File: src/hdl/mtcs_consts.vh
`ifndef MTCS_CONSTS_VH
`define MTCS_CONSTS_VH

// Register byte offsets on the host register port.
`define MTCS_OFS_CTRL      8'h70
`define MTCS_OFS_STAT      8'h72

// Transmit control fields.
`define MTCS_CTRL_ICMP     8
`define MTCS_CTRL_TCP      6
`define MTCS_CTRL_IP       5
`define MTCS_CTRL_FLUSH    4
`define MTCS_CTRL_FCE      3
`define MTCS_CTRL_PAD      2
`define MTCS_CTRL_CRC      1
`define MTCS_CTRL_RUN      0
`define MTCS_CTRL_WMASK    16'h017F
`define MTCS_CTRL_RESET    16'h0000

// Transmit status fields.
`define MTCS_STAT_LATE     13
`define MTCS_STAT_MAX      12
`define MTCS_STAT_FID_MSB  5
`define MTCS_STAT_RESET    16'h0000

// Frame lengths in bytes.
`define MTCS_MIN_NO_FCS    11'h03C
`define MTCS_MIN_WITH_FCS  11'h040
`define MTCS_PAUSE_LAST    11'h03B

// Frame parsing.
`define MTCS_ETYPE_IP      16'h0800
`define MTCS_ETYPE_CTRL    16'h8808
`define MTCS_PROTO_TCP     8'h06
`define MTCS_PROTO_ICMP    8'h01
`define MTCS_CRC_INIT      32'hFFFFFFFF
`define MTCS_CRC_POLY      32'hEDB88320

`endif

File: src/hdl/mtcs_fifo.v
`timescale 1ns/1ps
module mtcs_fifo #(
  parameter WIDTH = 15,
  parameter DEPTH = 16,
  parameter AW    = 4
) (
  // Clock and reset
  input  wire             clk,
  input  wire             rst_n,
  input  wire             flush,
  // Fill side
  input  wire [WIDTH-1:0] in_data,
  input  wire             in_valid,
  output reg              in_ready_ff,
  // Drain side
  output wire [WIDTH-1:0] out_data,
  output reg              out_valid_ff,
  input  wire             out_ready
);

  reg [WIDTH-1:0] mem [0:DEPTH-1];
  reg [AW-1:0]    wr_ptr_ff;
  reg [AW-1:0]    rd_ptr_ff;
  reg [AW:0]      count_ff;
  reg [AW:0]      nxt_count;
  wire            push;
  wire            pop;

  assign push     = in_valid & in_ready_ff & ~flush;
  assign pop      = out_ready & out_valid_ff & ~flush;
  assign out_data = mem[rd_ptr_ff];

  always @* begin
    nxt_count = count_ff;
    if (push & ~pop)
      nxt_count = count_ff + {{AW{1'b0}}, 1'b1};
    else if (pop & ~push)
      nxt_count = count_ff - {{AW{1'b0}}, 1'b1};
  end

  always @(posedge clk) begin
    if (push)
      mem[wr_ptr_ff] <= in_data;
  end

  // Flush returns both pointers to the start and empties the queue.
  always @(posedge clk or negedge rst_n) begin
    if (!rst_n) begin
      wr_ptr_ff    <= {AW{1'b0}};
      rd_ptr_ff    <= {AW{1'b0}};
      count_ff     <= {(AW+1){1'b0}};
      in_ready_ff  <= 1'b0;
      out_valid_ff <= 1'b0;
    end else if (flush) begin
      wr_ptr_ff    <= {AW{1'b0}};
      rd_ptr_ff    <= {AW{1'b0}};
      count_ff     <= {(AW+1){1'b0}};
      in_ready_ff  <= 1'b1;
      out_valid_ff <= 1'b0;
    end else begin
      if (push)
        wr_ptr_ff <= (wr_ptr_ff == DEPTH - 1) ? {AW{1'b0}} : wr_ptr_ff + {{(AW-1){1'b0}}, 1'b1};
      if (pop)
        rd_ptr_ff <= (rd_ptr_ff == DEPTH - 1) ? {AW{1'b0}} : rd_ptr_ff + {{(AW-1){1'b0}}, 1'b1};
      count_ff     <= nxt_count;
      in_ready_ff  <= (nxt_count != DEPTH);
      out_valid_ff <= (nxt_count != {(AW+1){1'b0}});
    end
  end

endmodule

File: src/hdl/mtcs_tx_ctrl.v
`timescale 1ns/1ps
`include "mtcs_consts.vh"
module mtcs_tx_ctrl #(
  parameter        FIFO_DEPTH  = 16,
  parameter        FIFO_AW     = 4,
  parameter [47:0] PAUSE_SA    = 48'h000000000000,
  parameter [15:0] PAUSE_QUANT = 16'hFFFF
) (
  // Clock and reset
  input  wire        ref_clk,
  input  wire        resetn,
  // Host register port
  input  wire [7:0]  reg_addr,
  input  wire        reg_wr,
  input  wire        reg_rd,
  input  wire [1:0]  reg_be,
  input  wire [15:0] reg_wdata,
  output reg  [15:0] reg_rdata_ff,
  // Host frame data
  input  wire [7:0]  hd_data,
  input  wire [5:0]  hd_fid,
  input  wire        hd_last,
  input  wire        hd_valid,
  output wire        hd_ready,
  // Link transmit stream
  output reg  [7:0]  tx_data_ff,
  output reg         tx_valid_ff,
  output reg         tx_last_ff,
  input  wire        tx_ready,
  output reg         tx_ins_ip_ff,
  output reg         tx_ins_tcp_ff,
  output reg         tx_ins_icmp_ff,
  // Link status and flow control
  input  wire        full_duplex,
  input  wire        rx_over_thresh,
  input  wire        col_late,
  input  wire        col_max,
  output reg         backpressure_ff
);

  localparam S_IDLE  = 3'd0;
  localparam S_DATA  = 3'd1;
  localparam S_PAD   = 3'd2;
  localparam S_FCS   = 3'd3;
  localparam S_PAUSE = 3'd4;
  localparam [15:0] CTRL_WMASK = `MTCS_CTRL_WMASK;
  localparam [15:0] ETYPE_CTRL = `MTCS_ETYPE_CTRL;

  reg         rst_meta_ff;
  reg         rst_sync_ff;
  reg  [15:0] ctrl_ff;
  reg  [15:0] stat_ff;
  reg  [2:0]  state_ff;
  reg  [10:0] cnt_ff;
  reg  [31:0] crc_ff;
  reg  [1:0]  fcs_idx_ff;
  reg         pad_f_ff;
  reg         crc_f_ff;
  reg         is_pause_ff;
  reg  [5:0]  fid_ff;
  reg         late_ff;
  reg         max_ff;
  reg  [7:0]  etype_hi_ff;
  reg         is_ip_ff;
  reg         frag_ff;
  reg         is_tcp_ff;
  reg         is_icmp_ff;
  reg         thr_q_ff;
  reg         pause_pend_ff;
  wire [14:0] q_data;
  wire        q_valid;
  wire        q_ready;
  wire        adv;
  wire        run;
  wire        flush;
  wire        fce;
  wire [10:0] pad_len;
  wire [10:0] cnt_inc;
  wire        pause_trig;

  function [31:0] crc_byte;
    input [31:0] crc;
    input [7:0]  d;
    integer      i;
    reg   [31:0] c;
    begin
      c = crc;
      for (i = 0; i < 8; i = i + 1)
        c = (c[0] ^ d[i]) ? ((c >> 1) ^ `MTCS_CRC_POLY) : (c >> 1);
      crc_byte = c;
    end
  endfunction

  function [7:0] pause_byte;
    input [10:0] idx;
    begin
      case (idx)
        11'd0, 11'd5, 11'd15: pause_byte = 8'h01;
        11'd1:   pause_byte = 8'h80;
        11'd2:   pause_byte = 8'hC2;
        11'd6:   pause_byte = PAUSE_SA[47:40];
        11'd7:   pause_byte = PAUSE_SA[39:32];
        11'd8:   pause_byte = PAUSE_SA[31:24];
        11'd9:   pause_byte = PAUSE_SA[23:16];
        11'd10:  pause_byte = PAUSE_SA[15:8];
        11'd11:  pause_byte = PAUSE_SA[7:0];
        11'd12:  pause_byte = ETYPE_CTRL[15:8];
        11'd13:  pause_byte = ETYPE_CTRL[7:0];
        11'd16:  pause_byte = PAUSE_QUANT[15:8];
        11'd17:  pause_byte = PAUSE_QUANT[7:0];
        default: pause_byte = 8'h00;
      endcase
    end
  endfunction

  // Reset is released through two flops; everything else uses the copy.
  always @(posedge ref_clk or negedge resetn) begin
    if (!resetn) begin
      rst_meta_ff <= 1'b0;
      rst_sync_ff <= 1'b0;
    end else begin
      rst_meta_ff <= 1'b1;
      rst_sync_ff <= rst_meta_ff;
    end
  end

  assign run     = ctrl_ff[`MTCS_CTRL_RUN];
  assign flush   = ctrl_ff[`MTCS_CTRL_FLUSH];
  assign fce     = ctrl_ff[`MTCS_CTRL_FCE];
  assign adv     = ~tx_valid_ff | tx_ready;
  assign q_ready = adv & (state_ff == S_DATA);
  assign cnt_inc = cnt_ff + 11'd1;
  // Without an appended CRC the pad must reach the full 64 bytes itself.
  assign pad_len = crc_f_ff ? `MTCS_MIN_NO_FCS : `MTCS_MIN_WITH_FCS;
  assign pause_trig = fce & full_duplex & rx_over_thresh & ~thr_q_ff;

  mtcs_fifo #(
    .WIDTH (15),
    .DEPTH (FIFO_DEPTH),
    .AW    (FIFO_AW)
  ) u_fifo (
    .clk          (ref_clk),
    .rst_n        (rst_sync_ff),
    .flush        (flush),
    .in_data      ({hd_fid, hd_last, hd_data}),
    .in_valid     (hd_valid),
    .in_ready_ff  (hd_ready),
    .out_data     (q_data),
    .out_valid_ff (q_valid),
    .out_ready    (q_ready)
  );

  // Host register port: control and status registers.
  always @(posedge ref_clk or negedge rst_sync_ff) begin
    if (!rst_sync_ff) begin
      ctrl_ff      <= `MTCS_CTRL_RESET;
      reg_rdata_ff <= 16'h0000;
    end else begin
      if (reg_wr && reg_addr == `MTCS_OFS_CTRL) begin
        if (reg_be[0])
          ctrl_ff[7:0] <= reg_wdata[7:0] & CTRL_WMASK[7:0];
        if (reg_be[1])
          ctrl_ff[15:8] <= reg_wdata[15:8] & CTRL_WMASK[15:8];
      end
      if (reg_rd) begin
        case (reg_addr)
          `MTCS_OFS_CTRL: reg_rdata_ff <= ctrl_ff;
          `MTCS_OFS_STAT: reg_rdata_ff <= stat_ff;
          default:        reg_rdata_ff <= 16'h0000;
        endcase
      end
    end
  end

  // Flow control: PAUSE in full duplex, back-pressure in half duplex.
  always @(posedge ref_clk or negedge rst_sync_ff) begin
    if (!rst_sync_ff) begin
      thr_q_ff        <= 1'b0;
      pause_pend_ff   <= 1'b0;
      backpressure_ff <= 1'b0;
    end else begin
      thr_q_ff        <= rx_over_thresh;
      backpressure_ff <= fce & ~full_duplex & rx_over_thresh;
      if (pause_trig)
        pause_pend_ff <= 1'b1;
      else if (~fce | (state_ff == S_PAUSE))
        pause_pend_ff <= 1'b0;
    end
  end

  // Transmit engine. A stalled link holds the current byte in place.
  always @(posedge ref_clk or negedge rst_sync_ff) begin
    if (!rst_sync_ff) begin
      state_ff       <= S_IDLE;
      cnt_ff         <= 11'd0;
      crc_ff         <= `MTCS_CRC_INIT;
      fcs_idx_ff     <= 2'd0;
      pad_f_ff       <= 1'b0;
      crc_f_ff       <= 1'b0;
      is_pause_ff    <= 1'b0;
      fid_ff         <= 6'd0;
      late_ff        <= 1'b0;
      max_ff         <= 1'b0;
      etype_hi_ff    <= 8'h00;
      is_ip_ff       <= 1'b0;
      frag_ff        <= 1'b0;
      is_tcp_ff      <= 1'b0;
      is_icmp_ff     <= 1'b0;
      stat_ff        <= `MTCS_STAT_RESET;
      tx_data_ff     <= 8'h00;
      tx_valid_ff    <= 1'b0;
      tx_last_ff     <= 1'b0;
      tx_ins_ip_ff   <= 1'b0;
      tx_ins_tcp_ff  <= 1'b0;
      tx_ins_icmp_ff <= 1'b0;
    end else begin
      if (state_ff != S_IDLE) begin
        if (col_late)
          late_ff <= 1'b1;
        if (col_max)
          max_ff <= 1'b1;
      end
      if (adv) begin
        tx_valid_ff    <= 1'b0;
        tx_last_ff     <= 1'b0;
        tx_ins_ip_ff   <= 1'b0;
        tx_ins_tcp_ff  <= 1'b0;
        tx_ins_icmp_ff <= 1'b0;
      end
      case (state_ff)
        S_IDLE: begin
          cnt_ff     <= 11'd0;
          crc_ff     <= `MTCS_CRC_INIT;
          fcs_idx_ff <= 2'd0;
          late_ff    <= 1'b0;
          max_ff     <= 1'b0;
          is_ip_ff   <= 1'b0;
          frag_ff    <= 1'b0;
          is_tcp_ff  <= 1'b0;
          is_icmp_ff <= 1'b0;
          // Run is only sampled between frames, so a stop never truncates.
          if (adv && !flush && pause_pend_ff) begin
            state_ff    <= S_PAUSE;
            is_pause_ff <= 1'b1;
            crc_f_ff    <= 1'b1;
          end else if (adv && !flush && run && q_valid) begin
            state_ff    <= S_DATA;
            is_pause_ff <= 1'b0;
            pad_f_ff    <= ctrl_ff[`MTCS_CTRL_PAD];
            crc_f_ff    <= ctrl_ff[`MTCS_CTRL_CRC];
            fid_ff      <= q_data[14:9];
          end
        end
        S_DATA: begin
          if (adv && q_valid) begin
            tx_data_ff  <= q_data[7:0];
            tx_valid_ff <= 1'b1;
            crc_ff      <= crc_byte(crc_ff, q_data[7:0]);
            cnt_ff      <= cnt_inc;
            if (cnt_ff == 11'd12)
              etype_hi_ff <= q_data[7:0];
            if (cnt_ff == 11'd13)
              is_ip_ff <= ({etype_hi_ff, q_data[7:0]} == `MTCS_ETYPE_IP);
            if (cnt_ff == 11'd20 && (q_data[5] || q_data[4:0] != 5'h00))
              frag_ff <= 1'b1;
            if (cnt_ff == 11'd21 && q_data[7:0] != 8'h00)
              frag_ff <= 1'b1;
            if (cnt_ff == 11'd23) begin
              is_tcp_ff  <= is_ip_ff & (q_data[7:0] == `MTCS_PROTO_TCP);
              is_icmp_ff <= is_ip_ff & (q_data[7:0] == `MTCS_PROTO_ICMP);
            end
            if (q_data[8]) begin
              if (pad_f_ff && cnt_inc < pad_len)
                state_ff <= S_PAD;
              else if (crc_f_ff)
                state_ff <= S_FCS;
              else begin
                state_ff   <= S_IDLE;
                tx_last_ff <= 1'b1;
              end
            end
          end
        end
        S_PAD: begin
          if (adv) begin
            tx_data_ff  <= 8'h00;
            tx_valid_ff <= 1'b1;
            crc_ff      <= crc_byte(crc_ff, 8'h00);
            cnt_ff      <= cnt_inc;
            if (cnt_inc == pad_len) begin
              if (crc_f_ff)
                state_ff <= S_FCS;
              else begin
                state_ff   <= S_IDLE;
                tx_last_ff <= 1'b1;
              end
            end
          end
        end
        S_PAUSE: begin
          if (adv) begin
            tx_data_ff  <= pause_byte(cnt_ff);
            tx_valid_ff <= 1'b1;
            crc_ff      <= crc_byte(crc_ff, pause_byte(cnt_ff));
            cnt_ff      <= cnt_inc;
            if (cnt_ff == `MTCS_PAUSE_LAST)
              state_ff <= S_FCS;
          end
        end
        S_FCS: begin
          if (adv) begin
            tx_data_ff  <= ~crc_ff[7:0];
            tx_valid_ff <= 1'b1;
            crc_ff      <= {8'h00, crc_ff[31:8]};
            fcs_idx_ff  <= fcs_idx_ff + 2'd1;
            if (fcs_idx_ff == 2'd3) begin
              state_ff   <= S_IDLE;
              tx_last_ff <= 1'b1;
            end
          end
        end
        default: state_ff <= S_IDLE;
      endcase
      // Status and offload requests are issued with the closing byte of a host frame; PAUSE frames leave them unchanged.
      if (adv && state_ff != S_IDLE && state_ff != S_PAUSE && !is_pause_ff) begin
        if ((state_ff == S_FCS && fcs_idx_ff == 2'd3) ||
            (state_ff == S_DATA && q_valid && q_data[8] && !crc_f_ff &&
             !(pad_f_ff && cnt_inc < pad_len)) ||
            (state_ff == S_PAD && cnt_inc == pad_len && !crc_f_ff)) begin
          stat_ff <= 16'h0000;
          stat_ff[`MTCS_STAT_LATE] <= late_ff | col_late;
          stat_ff[`MTCS_STAT_MAX]  <= max_ff | col_max;
          stat_ff[`MTCS_STAT_FID_MSB:0] <= fid_ff;
          tx_ins_ip_ff   <= ctrl_ff[`MTCS_CTRL_IP] & is_ip_ff;
          tx_ins_tcp_ff  <= ctrl_ff[`MTCS_CTRL_TCP] & is_tcp_ff;
          tx_ins_icmp_ff <= ctrl_ff[`MTCS_CTRL_ICMP] & is_icmp_ff & ~frag_ff;
        end
      end
    end
  end

endmodule

File: config.mk
export PLATFORM = sky130hd
export DESIGN_NAME = mtcs_tx_ctrl
export DESIGN_NICKNAME = d
export VERILOG_FILES = /design/src/hdl/mtcs_fifo.v /design/src/hdl/mtcs_tx_ctrl.v
export VERILOG_INCLUDE_DIRS = /design/src /design/src/hdl
export SDC_FILE = /design/constraint.sdc
export NUM_CORES = 1
export LEC_CHECK = 0
export BUFFER_PORTS_ARGS = -buffer_cell sky130_fd_sc_hd__buf_2
export CORE_UTILIZATION = 35
export CTS_CLUSTER_SIZE = 20
export DETAILED_ROUTE_END_ITERATION = 10
export GPL_TIMING_DRIVEN = 0
export PLACE_DENSITY = 0.52
export SLEW_MARGIN = 20
export SYNTH_ARGS = -nofsm -noshare
export SYNTH_HDL_FRONTEND = slang
export SYNTH_SLANG_ARGS = --single-unit
export TNS_END_PERCENT = 100
File: constraint.sdc
create_clock -name ref_clk -period 6.4 [get_ports ref_clk]
set_input_delay 0.96 -clock ref_clk [delete_from_list [all_inputs] [get_ports ref_clk]]
set_output_delay 0.96 -clock ref_clk [all_outputs]
set_load 0.01 [all_outputs]
==> results.md, run 1 <==
* CTS Root Cell: clkbuf_16
* Cts hold-fix bufs at 0
* Pin count of the biggest net entering global routing at 36
* CTS H-Tree Depth at 2
* Data required time of the critical path at 6840 ps
* Commonest non-fill, non-tap cells in the layout: edfxtp_1 (240), xnor2_1 (140), nor2_1 (103)
* Number of synthesized flops with an enable pin at 240
* FMAX at 236 MHz
* R2R Path End: stat_ff[12]
* DIE WIDTH at 231 um
* Via density at 5.30
* Ys flop type: edfxtp_1
* Finished Core Util at 41.2%
* Fin Hold WS at 151 ps
* Worst path arrival time at 4670 ps
* Slowest cell on the critical path: buf_1
* DRC at 0
* Mapped cell area at 18400 um2
* # diodes at 0
* Dpl hpwl at 33600 um
* Max VDD drop at 0.350 mV
* Worst path cell trace: buf_2 > buf_1 > buf_1 > nand2_1 > nand3_1 > o21ai_0 > nor3_1 > a32oi_1 > nor4_1 > clkbuf_1 > mux2_2
* Netlist cell types at 79
* Worst R2R Start: u_fifo.rd_ptr_ff[1]
* Register Area at 10500 um2
* Finished Cell Area at 21300 um2
* First DRT Iteration DRCs at 991
* Initial antenna violation count at 2
* Layout cell share with drive strength beyond 1 at 22.4%
* Post_cts resized at 0
* Commonest non-fill, non-tap cell in the layout: edfxtp_1
* Initial Util at 35.7%
* CTS Buf Count at 41
* Sequential element share of the synthesized area at 57.0%
* Area of the multi-input gates at 7580 um2
* Final wirelength at 49800 um
* Synth Register Bits at 370
* Asr flop ratio synth at 35.1%
* Die Span Y at 231 um
* Routability Congestion at 0.910
* Flop-to-flop setup slack at 2160 ps
* Final period util at 66.2%
* Unrepaired setup endpoints after global routing: no
* Max-cap violation count at 0
* Port bufs at 66
* DRT Pass-1 Iters at 5
* Vias in the first global route at 12100
* Clk_skew at 35.3 ps
* Post-Place Cell Area at 19900 um2
* Post-route minimum period at 4240 ps
* Critical Path Source: u_fifo.rd_ptr_ff[1]
* Worst reg2reg path depth at 11
* Overflow after GRT at 0
* Crit-path most repeated cell: buf_1
* Yosys warning total at 0
* Final setup viols at 0
* Vias after detailed routing at 11800
* Sink Count at 370
* Synth-to-Final Area Change at 15.5%
* Number of cell rows at 83
* Post-Route Setup TNS at 0 ps
* Clock buffer depth at 3
* Layout Nets at 1577
* Slew margin rel. at 33.6%
* Crit. End Element: flop
* Die Area at 53500 um2
* Status: completed
* PD cells at 517 nW/um2
* Leak pwr at 7.54 nW
* Synth Instances at 1380
* Least-Margin Pin Slew at 993 ps
* Post-route ant nets at 0
* Startpoint Class: flop
* Mean Syn Cell Area at 13.3 um2
* Hold Path Class: in -> async
* Crit Path Max Fanout at 10
* Setup Fix Bufs, Post-CTS at 0
* CP Class: reg -> reg
* Clock-pin slew on the worst setup and hold paths at 60 ps
* Clock insertion delay at the later pin of the skew report at 580 ps
* Fillers at 4857
* Max-slew violations at 0
* Final Hold Viols at 0
* First-pass GRT wire length at 76500 um
* Core area at 51600 um2
* Post-DR wirelength/cell at 22.4 um
* Ports at 82
* Crit-path max cell delay at 640 ps
* CTS tree: done
* Total global-route track usage at 19.1%
-- metrics by stage --
step                worst slack (ps)  instances  total power, W
floorplan                       2570       1385         0.00736
global placement                 716       2131         0.00847
detailed placement              2180       2145         0.00858
CTS                             2170       2217          0.0110
global route                    1900       2217          0.0116
finish                          2160       2217          0.0110
-- worst max-delay path: cells and delay by family (launching register included) --
kind                   cells  cell delay, ps
buffers and inverters      4            2010
AND/OR/NAND/NOR            4             890
AO/OA/AOI/OAI              2             450
multiplexers               1             400
flip-flops                 1             350
-- final cells by class --
type,instances,share of cell area (%)
Clock buffer,55,5.41
Clock inverter,17,0.983
Buffer,81,1.77
Multi-Input combinational cell,907,35.6
Tap cell,680,4.00
Timing Repair Buffer,80,2.30
Sequential cell,370,49.4
Inverter,27,0.477
-- synth_stat cells, drive strengths merged (15+ instances only) --
| cell type | count | share of area, % |
|---|---|---|
| xor2 | 66 | 3.9 |
| nor2 | 117 | 2.5 |
| a21oi | 60 | 1.6 |
| dfrtp | 98 | 13 |
| mux2 | 26 | 1.6 |
| ha | 18 | 1.2 |
| nand2 | 101 | 2.1 |
| inv | 27 | 0.55 |
| xnor2 | 147 | 7.2 |
| o21ai | 50 | 1.4 |
| a221oi | 21 | 1.1 |
| edfxtp | 240 | 39 |
| nand3 | 21 | 0.57 |
| mux4 | 64 | 7.8 |
| o22ai | 15 | 0.51 |
| buf | 33 | 1.1 |
| clkbuf | 48 | 0.99 |
| mux2i | 26 | 1.7 |
| dfstp | 32 | 4.6 |
-- cells by family after synthesis --
| kind of cell | Yosys count | share of synthesized area (%) |
|---|---|---|
| xor+xnor | 216 | 11.5 |
| buf+inv | 108 | 2.59 |
| fa+ha+maj | 19 | 1.28 |
| flops | 370 | 57.0 |
| mux | 116 | 11.1 |
| other cells | 2 | 0.0408 |
| simple gates | 325 | 8.28 |
| compound gates | 224 | 8.13 |
-- how the worst max path moves through the flow --
stage          slack, ps              end  cells after the start
3_5_place_dp        2180       stat_ff[4]                     11
2_1_floorplan       2570  backpressure_ff                      0
3_3_place_gp         720  reg_rdata_ff[6]                      0
4_1_cts             2170       stat_ff[4]                     11
6_report            2160      stat_ff[12]                     11
5_1_grt             1900       stat_ff[2]                     11
-- sequential cells by signal, indices dropped and copies added (netlist names), 2 cells and up --
signal and flops:
u_fifo.wr_ptr_ff 4, reg_rdata_ff 10, fid_ff 6, tx_data_ff 8
crc_ff 32, cnt_ff 11, u_fifo.mem 240, u_fifo.rd_ptr_ff 4
ctrl_ff 8, stat_ff 8, etype_hi_ff 8, u_fifo.count_ff 5
fcs_idx_ff 2, state_ff 3
-- power breakdown --
group	internal [W]	switching (W)	total, W
logic	0.00238	0.00303	0.00541
clock network	0.00143	0.000987	0.00241
registers	0.00294	0.000224	0.00317
total	0.00675	0.00424	0.0110
-- layer usage --
layer / global-route usage [%] / vias up / wire (um)
met5: 0 / - / 28
met4: 6.37 / 4 / 1340
met3: 2.97 / 78 / 2370
met2: 30.7 / 310 / 23500
met1: 26.4 / 6040 / 22500
li1: - / 5326 / -
(Power assumes the default switching activity.)
==> inputs of run 2 (changes only) <==
Settings changed: PLACE_DENSITY 0.52 to 0.54.
Clock period 6.4 ns to 3.75 ns, I/O delays scaled along.
==> results.md, run 2 (synthesis results as in run 1) <==
* Ports at 82 (unchanged)
* Port bufs at 66 (unchanged)
* CP Class: reg -> reg
* Die Span Y at 231 um (unchanged)
* Register Area at 10500 um2 (unchanged)
* Max reg flops at 240 (unchanged)
* Vias in the first global route at 11900 (-1.2%)
* Sink Count at 370 (unchanged)
* Post-route ant nets at 0 (unchanged)
* Slew margin rel. at 22.1% (-11 points)
* Max-slew violations at 0 (unchanged)
* Fin Hold WS at 159 ps (+7.46 ps)
* CTS Buf Count at 41 (unchanged)
* Post-Place Cell Area at 19900 um2 (+0.12%)
* Crit-path most repeated cell: buf_6
* CTS H-Tree Depth at 2 (unchanged)
* Die Area at 53500 um2 (unchanged)
* Clock insertion delay at the later pin of the skew report at 560 ps (-20 ps)
* Clk_skew at 24.7 ps (-10.7 ps)
* Clock-pin slew on the worst setup and hold paths at 60 ps (about the same)
* Dpl cells at 2147 (+0.093%)
* Biggest regs: u_fifo.mem x240, crc_ff x32, cnt_ff x11
* Layout Nets at 1590 (+0.82%)
* Max VDD drop at 0.563 mV (+61%)
* Vias after detailed routing at 11900 (+0.90%)
* CTS Root Cell: clkbuf_16
* Finished Core Util at 41.5% (+0.32 points)
* DRT Pass-1 Iters at 7 (+2)
* Biggest register: u_fifo.mem
* Fillers at 4767 (-1.9%)
* DRC at 0 (unchanged)
* Routability Congestion at 0.891 (-2.0%)
* Area of the multi-input gates at 7700 um2 (+1.6%)
* DIE WIDTH at 231 um (unchanged)
* Initial Util at 35.7% (unchanged)
* Number of cell rows at 83 (unchanged)
* Layout cell share with drive strength beyond 1 at 24.0% (+1.6 points)
* FMAX at 280 MHz (+18%)
* Slowest cell on the critical path: mux4_2
* Final period util at 95.4% (+29 points)
* Commonest non-fill, non-tap cell in the layout: edfxtp_1
* Via density at 5.31 (+0.13%)
* Dpl hpwl at 33500 um (-0.41%)
* Initial antenna violation count at 3 (+1)
* Final Hold Viols at 0 (unchanged)
* Overflow after GRT at 0 (unchanged)
* Commonest non-fill, non-tap cells in the layout: edfxtp_1 (240), xnor2_1 (136), nor2_1 (103)
* CTS tree: done
* Post-route minimum period at 3580 ps (-659 ps)
* Post-DR wirelength/cell at 22.1 um (-1.6%)
* Total global-route track usage at 18.8% (-0.37 points)
* Pin count of the biggest net entering global routing at 51 (+42%)
* Startpoint Class: flop
* Data required time of the critical path at 4220 ps (-2620 ps)
* Clock buffer depth at 3 (unchanged)
* Least-Margin Pin Slew at 1160 ps (+168 ps)
* First DRT Iteration DRCs at 1102 (+11%)
* Final Instance Count excl. Fillers at 2234 (+0.77%)
* Final setup viols at 0 (unchanged)
* Core area at 51600 um2 (unchanged)
* Status: completed
* Leak pwr at 7.63 nW (+1.3%)
* Hold Path Class: in -> reg
* First-pass GRT wire length at 75600 um (-1.2%)
* Final wirelength at 49300 um (-0.88%)
* Unrepaired setup endpoints after global routing: no
* Synth-to-Final Area Change at 16.4%
* Finished Cell Area at 21400 um2 (+0.79%)
* Crit-path max cell delay at 540 ps (-100 ps)
* Worst path arrival time at 4050 ps (-620 ps)
* Crit. End Element: flop
* Max-cap violation count at 0 (unchanged)
* Crit Path Max Fanout at 10 (unchanged)
* PD cells at 879 nW/um2 (+70%)
* Worst path cell trace: buf_6 > buf_6 > mux4_2 > a22oi_1 > nand2_4 > xnor2_4 > xor2_4 > xnor3_1 > a221oi_2 > nor2_1
* Overall Power at 0.0188 W (+71%)
==> run 2: cell count changes in the layout (fill, tap and decap cells not counted), sizes merged <==
cell,before,now
clkinv,11,18
bufinv,4,1
buf,113,124
clkbuf,103,102
diode,0,1
dlygate4sd3,0,1
clkdlybuf4s15,0,1
==> run 2: path summary, 6_finish.rpt <==
path,startpoint,to,slack (ps),cells after the start
worst max-delay path,u_fifo.rd_ptr_ff[0],crc_ff[22],170,10
worst min-delay path,rx_over_thresh,thr_q_ff,160,1
worst max register to register,u_fifo.rd_ptr_ff[0],crc_ff[22],170,10
worst min register to register,rst_sync_ff,u_fifo.rd_ptr_ff[1],330,0
max in group asynchronous,rst_sync_ff,crc_ff[7],2760,1
min in group asynchronous,rst_sync_ff,u_fifo.rd_ptr_ff[1],330,0
==> run 2: through the flow <==
step | setup TNS, ps | worst slack (ps)
6_report | 0 | 172
5_1_grt | 0 | 7.68
4_1_cts | 0 | 1.38
3_5_place_dp | -4330 | -375
3_3_place_gp | -47670 | -749
2_1_floorplan | 0 | 561
==> run 2: worst max-delay path, delay by kind of cell (launching register included) <==
family                 cells  cell delay [ps]
AO/OA/AOI/OAI              2              640
AND/OR/NAND/NOR            2              290
multiplexers               1              540
flip-flops                 1              500
XOR/XNOR                   3             1060
buffers and inverters      2              450
==> run 2: metal layers <==
metal	GRT usage [%]	vias up	wire (um)	share of wire (%)
met1	26.0	6053	22100	45
met4	5.61	4	1330	2.7
met2	29.8	358	23000	47
met3	3.51	92	2860	5.8
li1	-	5357	-	-
met5	0	-	27	0.055
==> run 2: layout make-up <==
| type | instances | area share (%) |
|---|---|---|
| Clock buffer | 54 | 5.12 |
| Clock inverter | 21 | 0.713 |
| Antenna cell | 1 | 0.0117 |
| Buffer | 81 | 1.87 |
| Multi-Input combinational cell | 907 | 35.9 |
| Sequential cell | 370 | 49.0 |
| Timing Repair Buffer | 93 | 2.88 |
| Tap cell | 680 | 3.97 |
| Inverter | 27 | 0.473 |
==> run 2: repair_timing <==
action	4_1_cts	5_1_grt
pin swaps	1	1
resized for setup	17	19
hold buffers	1	0
buffers inserted	1	9
setup endpoints to repair	27	27
hold endpoints to repair	2	0
==> run 2: power by group <==
group / internal [W] / leakage (nW) / switching [W]
Combinational: 0.00429 / 3.22 / 0.00532
Clock: 0.00214 / 0.620 / 0.00165
Sequential: 0.00502 / 3.79 / 0.000393
Total: 0.0115 / 7.63 / 0.00737
